### config.mk
export PLATFORM = sky130hd
export DESIGN_NAME = hsr_readout
export DESIGN_NICKNAME = d
export VERILOG_FILES = /design/src/logic/hsr_pkg.sv /design/src/logic/hsr_sync.sv /design/src/logic/hsr_dir_track.sv /design/src/logic/hsr_readout.sv
export VERILOG_INCLUDE_DIRS = /design/src /design/src/logic
export SDC_FILE = /design/constraint.sdc
export NUM_CORES = 1
export LEC_CHECK = 0
export ABC_AREA = 1
export BUFFER_PORTS_ARGS = -buffer_cell sky130_fd_sc_hd__buf_4
export CAP_MARGIN = 10
export CORE_MARGIN = 4
export CORE_UTILIZATION = 47
export DETAILED_ROUTE_END_ITERATION = 6
export PLACE_DENSITY = 0.86
export SLEW_MARGIN = 20
export SYNTH_ARGS = -nofsm -noshare
export SYNTH_HDL_FRONTEND = slang
export SYNTH_SLANG_ARGS = --single-unit
### constraint.sdc
create_clock -name clk -period 3.2 [get_ports clk]
set_input_delay 0.64 -clock clk [delete_from_list [all_inputs] [get_ports clk]]
set_output_delay 0.64 -clock clk [all_outputs]
set_load 0.05 [all_outputs]
### src/logic/hsr_regs.svh
// Purpose: Register offsets, reset values and field codes of the
//          Hall state readout.
// Assumes: Included by bare name from every design file except the package.
// Notes:   Definitions only.
`ifndef HSR_REGS_SVH
`define HSR_REGS_SVH

// ----------------------------------------------------------------
// Register offsets (parameter addresses)
// ----------------------------------------------------------------
`define HSR_OFF_U_LEVEL 12'h3a4
`define HSR_OFF_V_LEVEL 12'h3a6
`define HSR_OFF_W_LEVEL 12'h3a8
`define HSR_OFF_PATTERN 12'h3aa
`define HSR_OFF_DIR 12'h3ac

// ----------------------------------------------------------------
// Reset values
// ----------------------------------------------------------------
`define HSR_RST_LEVEL 8'h01
`define HSR_RST_SYNC 3'h7
`define HSR_RST_PATTERN 3'h0

// ----------------------------------------------------------------
// Field positions within the synchronised Hall vector
// ----------------------------------------------------------------
`define HSR_BIT_U 0
`define HSR_BIT_V 1
`define HSR_BIT_W 2

// ----------------------------------------------------------------
// Feedback type codes that carry Hall switches
// ----------------------------------------------------------------
`define HSR_FB_INC_HALL 8'h0a
`define HSR_FB_SINE_HALL 8'h14

// ----------------------------------------------------------------
// Text digits
// ----------------------------------------------------------------
`define HSR_ASCII_ZERO 8'h30
`define HSR_ASCII_ONE 8'h31

`endif

### src/logic/hsr_pkg.sv
// Purpose: Types shared by the Hall state readout modules.
// Assumes: Nothing beyond the language.
// Notes:   Constants live in hsr_regs.svh.
`default_nettype none
package hsr_pkg;
    typedef enum logic [1:0] {
        HSR_DIR_IDLE,
        HSR_DIR_POS,
        HSR_DIR_NEG
    } hsr_dir_t;

    typedef logic [2:0] hsr_pattern_t;
endpackage
`default_nettype wire

### src/logic/hsr_sync.sv
// Purpose: Two-stage synchroniser for the three Hall switch inputs.
// Assumes: Inputs may change at any time relative to clk.
// Notes:   First stage feeds only the second stage.
`timescale 1ns/100ps
`default_nettype none
`include "hsr_regs.svh"
module hsr_sync (
    input wire logic clk, // System clock
    input wire logic rst_n, // Async reset, active low
    input wire logic [2:0] hall_in, // Raw switches, W V U
    output hsr_pkg::hsr_pattern_t sync_out // Synchronised switches
);
    import hsr_pkg::*;

    logic [2:0] meta;

    // ------------------------------------------------------------
    // Per-bit chain
    // ------------------------------------------------------------
    for (genvar i = 0; i < 3; i++) begin : g_bit
        always_ff @(posedge clk or negedge rst_n) begin
            if (!rst_n) begin
                meta[i] <= 1'(`HSR_RST_SYNC >> i);
                sync_out[i] <= 1'(`HSR_RST_SYNC >> i);
            end else begin
                meta[i] <= hall_in[i];
                sync_out[i] <= meta[i];
            end
        end
    end
endmodule
`default_nettype wire

### src/logic/hsr_dir_track.sv
// Purpose: Tells rotation direction from successive Hall patterns.
// Assumes: Pattern is already synchronised and gated.
// Notes:   Codes 0 and 7 and skipped steps count as bad steps.
`timescale 1ns/100ps
`default_nettype none
`include "hsr_regs.svh"
module hsr_dir_track (
    input wire logic clk, // System clock
    input wire logic rst_n, // Async reset, active low
    input wire logic [2:0] pattern, // Current weighted pattern
    input wire logic pattern_ok, // Pattern is meaningful
    output hsr_pkg::hsr_dir_t dir, // Last seen direction
    output logic step_pos, // Pulse on positive step
    output logic step_neg, // Pulse on negative step
    output logic step_bad // Pulse on illegal step
);
    import hsr_pkg::*;

    logic [2:0] prev_pattern;
    logic prev_ok;
    logic [2:0] next_prev_pattern;
    logic next_prev_ok;
    hsr_dir_t next_dir;
    logic next_step_pos;
    logic next_step_neg;
    logic next_step_bad;

    // Positive order 1,5,4,6,2,3,1
    function automatic logic [2:0] pos_succ(input logic [2:0] p);
        case (p)
            3'h1: pos_succ = 3'h5;
            3'h5: pos_succ = 3'h4;
            3'h4: pos_succ = 3'h6;
            3'h6: pos_succ = 3'h2;
            3'h2: pos_succ = 3'h3;
            3'h3: pos_succ = 3'h1;
            default: pos_succ = 3'h0;
        endcase
    endfunction

    always_comb begin
        next_prev_pattern = pattern;
        next_prev_ok = pattern_ok;
        next_dir = dir;
        next_step_pos = 1'b0;
        next_step_neg = 1'b0;
        next_step_bad = 1'b0;
        if (pattern_ok && prev_ok && pattern != prev_pattern) begin
            if (pattern == 3'h0 || pattern == 3'h7 ||
                prev_pattern == 3'h0 || prev_pattern == 3'h7) begin
                next_step_bad = 1'b1;
            end else if (pattern == pos_succ(prev_pattern)) begin
                next_step_pos = 1'b1;
                next_dir = HSR_DIR_POS;
            end else if (prev_pattern == pos_succ(pattern)) begin
                next_step_neg = 1'b1;
                next_dir = HSR_DIR_NEG;
            end else begin
                next_step_bad = 1'b1;
            end
        end
    end

    always_ff @(posedge clk or negedge rst_n) begin
        if (!rst_n) begin
            prev_pattern <= `HSR_RST_PATTERN;
            prev_ok <= 1'b0;
            dir <= HSR_DIR_IDLE;
            step_pos <= 1'b0;
            step_neg <= 1'b0;
            step_bad <= 1'b0;
        end else begin
            prev_pattern <= next_prev_pattern;
            prev_ok <= next_prev_ok;
            dir <= next_dir;
            step_pos <= next_step_pos;
            step_neg <= next_step_neg;
            step_bad <= next_step_bad;
        end
    end
endmodule
`default_nettype wire

### src/logic/hsr_readout.sv
// Purpose: Hall switch readout: levels, weighted pattern, text form,
//          direction, and a read-only parameter port.
// Assumes: One clock; parameter port requests are synchronous.
//          Hall pins may move at any time.
// Notes:   Every register here is read-only to the port.
//          Levels, text and pattern trail the pins by three
//          clocks and direction by four.
//
// Operation
// - U weighs 1, V 2, W 4
// - Pattern is one integer, 0 to 7
// - No switch active reads zero
// - Text is three digits, U V W
// - Low level reads 0, high reads 1
// - Orders 1,5,4,6,2,3 and 1,3,2,6,4,5
// - U level read-only, 0/1, default 1
// - V level read-only, 0/1, default 1
// - W level read-only, 0/1, default 1
// - Pattern valid only for Hall encoders
`timescale 1ns/100ps
`default_nettype none
`include "hsr_regs.svh"
module hsr_readout (
    input wire logic clk, // System clock, 10 MHz
    input wire logic rst_n, // Async reset, active low
    input wire logic hall_u_in, // Hall switch U
    input wire logic hall_v_in, // Hall switch V
    input wire logic hall_w_in, // Hall switch W
    input wire logic [7:0] fb_identified, // Feedback type code
    input wire logic [11:0] reg_addr, // Parameter address
    input wire logic reg_rd, // Read request
    input wire logic reg_wr, // Write request
    input wire logic [7:0] reg_wdata, // Write data, discarded
    output logic [7:0] reg_rdata, // Read data
    output logic reg_ack, // Request answered
    output logic reg_err, // Request refused
    output logic [7:0] hall_u_level, // U level
    output logic [7:0] hall_v_level, // V level
    output logic [7:0] hall_w_level, // W level
    output hsr_pkg::hsr_pattern_t hall_pattern_value, // Weighted sum
    output logic hall_pattern_valid, // Pattern meaningful
    output logic [23:0] hall_text, // ASCII digits U V W
    output hsr_pkg::hsr_dir_t hall_dir, // Rotation direction
    output logic step_pos, // Pulse, positive step
    output logic step_neg, // Pulse, negative step
    output logic step_bad // Pulse, illegal step
);
    import hsr_pkg::*;

    hsr_pattern_t hall_sync;
    logic hall_type;
    logic [7:0] next_u_level;
    logic [7:0] next_v_level;
    logic [7:0] next_w_level;
    hsr_pattern_t next_pattern;
    logic next_pattern_valid;
    logic [23:0] next_text;
    logic [7:0] next_rdata;
    logic next_ack;
    logic next_err;
    logic [7:0] dir_code;
    logic wr_unused;

    // ------------------------------------------------------------
    // Input synchroniser
    // ------------------------------------------------------------
    // Pins are asynchronous to clk; two flops keep a
    // metastable sample away from the pattern logic
    hsr_sync u_sync (
        .clk(clk),
        .rst_n(rst_n),
        .hall_in({hall_w_in, hall_v_in, hall_u_in}),
        .sync_out(hall_sync)
    );

    // ------------------------------------------------------------
    // Levels, pattern and text
    // ------------------------------------------------------------
    // Feedback type change reaches the pattern one clock later
    // Only encoder types that carry Hall switches give a meaning
    assign hall_type = fb_identified == `HSR_FB_INC_HALL ||
                       fb_identified == `HSR_FB_SINE_HALL;

    function automatic logic [7:0] digit(input logic b);
        digit = b ? `HSR_ASCII_ONE : `HSR_ASCII_ZERO;
    endfunction

    always_comb begin
        // High voltage reads 1, low reads 0
        next_u_level = {7'h00, hall_sync[`HSR_BIT_U]};
        next_v_level = {7'h00, hall_sync[`HSR_BIT_V]};
        next_w_level = {7'h00, hall_sync[`HSR_BIT_W]};
        next_pattern_valid = hall_type;
        next_pattern = `HSR_RST_PATTERN;
        if (hall_type) begin
            next_pattern = {2'b00, hall_sync[`HSR_BIT_U]} +
                           {1'b0, hall_sync[`HSR_BIT_V], 1'b0} +
                           {hall_sync[`HSR_BIT_W], 2'b00};
        end
        // Text is not gated; only the pattern is
        next_text = {digit(hall_sync[`HSR_BIT_U]),
                     digit(hall_sync[`HSR_BIT_V]),
                     digit(hall_sync[`HSR_BIT_W])};
    end

    always_ff @(posedge clk or negedge rst_n) begin
        if (!rst_n) begin
            hall_u_level <= `HSR_RST_LEVEL;
            hall_v_level <= `HSR_RST_LEVEL;
            hall_w_level <= `HSR_RST_LEVEL;
            hall_pattern_value <= `HSR_RST_PATTERN;
            hall_pattern_valid <= 1'b0;
            hall_text <= {`HSR_ASCII_ONE, `HSR_ASCII_ONE, `HSR_ASCII_ONE};
        end else begin
            hall_u_level <= next_u_level;
            hall_v_level <= next_v_level;
            hall_w_level <= next_w_level;
            hall_pattern_value <= next_pattern;
            hall_pattern_valid <= next_pattern_valid;
            hall_text <= next_text;
        end
    end

    // ------------------------------------------------------------
    // Direction tracker
    // ------------------------------------------------------------
    // Direction is judged on the registered pattern, so a step
    // pulse trails the pattern by one clock
    hsr_dir_track u_dir (
        .clk(clk),
        .rst_n(rst_n),
        .pattern(hall_pattern_value),
        .pattern_ok(hall_pattern_valid),
        .dir(hall_dir),
        .step_pos(step_pos),
        .step_neg(step_neg),
        .step_bad(step_bad)
    );

    // ------------------------------------------------------------
    // Parameter port
    // ------------------------------------------------------------
    always_comb begin
        // Codes software sees: 0 idle, 1 positive, 2 negative
        unique case (hall_dir)
            HSR_DIR_IDLE: dir_code = 8'h00;
            HSR_DIR_POS: dir_code = 8'h01;
            HSR_DIR_NEG: dir_code = 8'h02;
            default: dir_code = 8'h00;
        endcase
    end

    // Write data is dropped on purpose; nothing here is writable
    assign wr_unused = ^reg_wdata;

    // Answer one clock after the strobe, one cycle wide, so
    // requests may follow each other every cycle; read wins
    // over write when both strobes are high
    always_comb begin
        next_rdata = 8'h00;
        next_ack = reg_rd || reg_wr;
        next_err = 1'b0;
        if (reg_rd) begin
            case (reg_addr)
                `HSR_OFF_U_LEVEL: next_rdata = hall_u_level;
                `HSR_OFF_V_LEVEL: next_rdata = hall_v_level;
                `HSR_OFF_W_LEVEL: next_rdata = hall_w_level;
                `HSR_OFF_PATTERN: next_rdata = {5'h00, hall_pattern_value};
                `HSR_OFF_DIR: next_rdata = dir_code;
                default: next_err = 1'b1;
            endcase
        end else if (reg_wr) begin
            // Refused without touching any stored value
            next_err = 1'b1;
        end
    end

    always_ff @(posedge clk or negedge rst_n) begin
        if (!rst_n) begin
            reg_rdata <= 8'h00;
            reg_ack <= 1'b0;
            reg_err <= 1'b0;
        end else begin
            reg_rdata <= next_rdata;
            reg_ack <= next_ack;
            reg_err <= next_err;
        end
    end
endmodule
`default_nettype wire

==> run summary <==
The run finished with clean final reports. The cell type group with the largest total delay on the critical path is flip-flops. The cell at the slowest stage of the critical path is dfrtp_1. The number of distinct standard cells referenced by the synthesized netlist came out at 23. The delay of the slowest cell on the worst path came out at 540 ps. After clock tree synthesis, the setup repair step added 0 buffers. Sorting the synthesized cells by area gives the leading types as dfrtp_1, buf_4, dfstp_2. The final weighted congestion in routability-driven placement is 0.803. The average instance area after synthesis came out at 7.76 um^2. The pre-antenna-repair detailed-routing pass consisted of 4 iterations. After detailed routing, the total wire length is 2.78 mm.

The number of routed nets with antenna violations is 0. The count of max-cap constraint violations came out at 0. TritonCTS built the clock tree.

The share of the synthesized netlist area taken by xor and xnor gates came out at 0.515%. The power after layout is 0.709 mW. After floorplanning, the core was sized to cover 3420 um^2. In the routed design, unresolved DRC markers number 0. The basic-gate share of the synthesized area counting and, or, nand and nor cells came out at 26.7%. The cell area power density is 368 nW/um^2. The top-level port count is 102. After filler insertion, the fill cell instance count of the layout stands at 342. The worst setup path is captured at an output port. Clock-pin slew was measured on the worst setup and hold paths at 140 ps. The source-to-sink clock delay at the later pin of the worst-skew pair came out at 320 ps. The setup-violating endpoint count in the final report came out at 0.

The largest total area in the synthesized netlist belongs to dfrtp_1. The overall die height came out at 68.1 um. The arrival time of the worst setup path came out at 1130 ps. The number of diodes added for antenna fixing is 0.

The number of buffers created by CTS came out at 3. The total number of vias came out at 1,292. The share of the clock period used by the worst path came out at 55.2%. The average vias per placed instance came out at 4.17. The critical path launch point type is a register. The number of clock sinks seen by CTS is 27. The initial antenna violation count came out at 0. The required time at the endpoint of the critical path is 2560 ps. The wire length of the first global-routing pass is 4.29 mm. The minimum clock period is 1770 ps.

The number of endpoints with negative hold slack in the final report is 0. The multiplexer share of the synthesized area is 0%. In the global route stage, overall resource usage came out at 11.9%.

The pin count of the biggest net entering global routing came out at 28. The quantity of hold-fixing buffers added after cts came out at 0. The number of synthesized register bits came out at 27.

Setup repair after global routing left no endpoint under its margin. For this run the aggregate overflow at the end of global routing stands at 0. The sequential-to-total area share from yosys stat is 40.4%.

The die width is 68.1 um. The total number of placement rows came out at 21. In this run the cell area of the synthesized design comes to 1700 um^2. In the final routed layout, each cell accounts on average for 8.95 um. The effective utilization at floorplan came out at 49.7%. The path class of the tightest hold or removal check is in2async. The critical path goes through buf_4.

Summing the areas of all fa, ha and maj instances in the mapped netlist gives 0% of the synthesized area. The fraction of final layout cells with drive strength greater than 1 is 30.7%. For this run, the post-layout net count is 300. The synthesized instance count came out at 219.

The number of design-rule violations left by the first detailed-router iteration is 38. The max-slew violation count came out at 0. The portion of synthesized cell area occupied by the leading cell type is 26.5%. On the final layout, the worst clock skew is 10.1 ps. The combinational family with the most area after synthesis is buffers and inverters. The area overhead of the layout relative to synthesis came out at 13.4%. The largest driver fanout on the critical path is 8.

The number of warnings reported in the yosys synthesis log is 0. The post-DP HPWL came out at 2.42 mm. The number of buffers and inverters on the critical path is 1. The H-tree level count came out at 1. Summing the areas of all compound-gate instances in the mapped netlist gives 3.24% of the synthesized area. The number of instances resized during post-cts repair came out at 0.

The die covers 4640 um^2. The highest ir drop seen on vdd came out at 0.293 mV. CTS placed an instance of clkbuf_4 at the clock tree root. Timing would allow up to 566 MHz.

The reported leakage power came out at 1.15 nW. The maximum root-to-sink buffer count is 2. The number of global-route vias before repair came out at 1,086. The final sum of negative setup slack came out at 0 ps. By startpoint and endpoint, the worst setup path is classified as reg2out. The count of input and output buffers is 46.
## area by class of cell
class | instances | area, um^2 | area share (%)
multi-input cells | 157 | 693 | 36.0
flip-flops and latches | 27 | 687 | 35.6
repair buffers | 46 | 345 | 17.9
inverters | 30 | 113 | 5.84
well taps | 46 | 57.6 | 2.99
clock buffers | 3 | 22.5 | 1.17
clock inverters | 1 | 8.76 | 0.455
## per-layer routing
layer	GRT usage (%)	up-vias	part of all wire (%)
met1	13.8	579	36
met5	0	-	0
met2	21.1	49	54
met4	2.23	0	0.36
met3	4.43	2	9.5
li1	-	662	-
## cell usage in the layout (no fill, tap or decap)
cell	netlist	layout
o21ai_1	2	2
nand2_2	9	9
inv_6	0	1
nand3_1	19	19
o21ai_0	2	2
clkbuf_4	0	3
xnor2_1	1	1
a21boi_0	1	1
nor2_2	4	4
o211ai_1	2	2
a21oi_1	1	1
conb_1	2	47
inv_1	24	24
buf_4	50	46
nand4_1	1	1
nand2_1	46	46
inv_2	6	6
nor2_1	17	17
nor2_4	1	1
o31ai_1	1	1
nor4_1	1	1
dfstp_2	9	9
dfrtp_1	18	18
nand3_2	1	1
or2_2	1	1
## sequential cells by signal, summed over array words and instances (netlist names), 2 cells and up
name                count
u_sync.sync_out         3
hall_text               3
u_sync.meta             3
u_dir.dir               2
hall_pattern_value      3
u_dir.prev_pattern      3
reg_rdata               3
## per-stage QoR
step | cell area (um^2) | cells | utilization [%] | hold slack [ps] | worst slack, ps
2_1_floorplan | 1870 | 264 | - | 344 | 1630
3_3_place_gp | 1900 | 306 | 55.5 | 345 | 1590
3_5_place_dp | 1900 | 306 | 55.5 | 349 | 1580
4_1_cts | 1930 | 310 | 56.4 | 178 | 1390
5_1_grt | 1930 | 310 | 56.4 | 177 | 1330
6_report | 1930 | 310 | 56.4 | 191 | 1430
## synth_stat cells (all sizes together)
library cell / number
or2: 1
nor2: 22
o31ai: 1
nand4: 1
xnor2: 1
buf: 50
dfrtp: 18
inv: 30
o211ai: 2
a21boi: 1
nand2: 55
o21ai: 4
conb: 2
nand3: 20
dfstp: 9
a21oi: 1
nor4: 1
## where the power goes
part	switching (mW)	internal, mW	total, mW
Sequential	0.00479	0.354	0.359
Combinational	0.168	0.0352	0.203
Clock	0.0962	0.0509	0.147
Total	0.269	0.440	0.709
## cell families after synthesis
family          after synthesis
compound gates                9
simple gates                100
flops                        27
other cells                   2
buf+inv                      80
xor+xnor                      1
## final timing paths
check                                      start                    end  slack (ps)  cells past startpoint
min reg2reg                       u_sync.meta[0]     u_sync.sync_out[0]         370                      0
min                                        rst_n  u_dir.prev_pattern[2]         190                      1
max in group asynchronous                  rst_n           hall_text[0]        2720                      1
min in group clk                  u_sync.meta[0]     u_sync.sync_out[0]         370                      0
max                        hall_pattern_value[2]  hall_pattern_value[2]        1430                      1
max reg2reg                hall_pattern_value[1]           u_dir.dir[1]        1870                      9
Note: power is estimated with default switching activity, not from simulation.
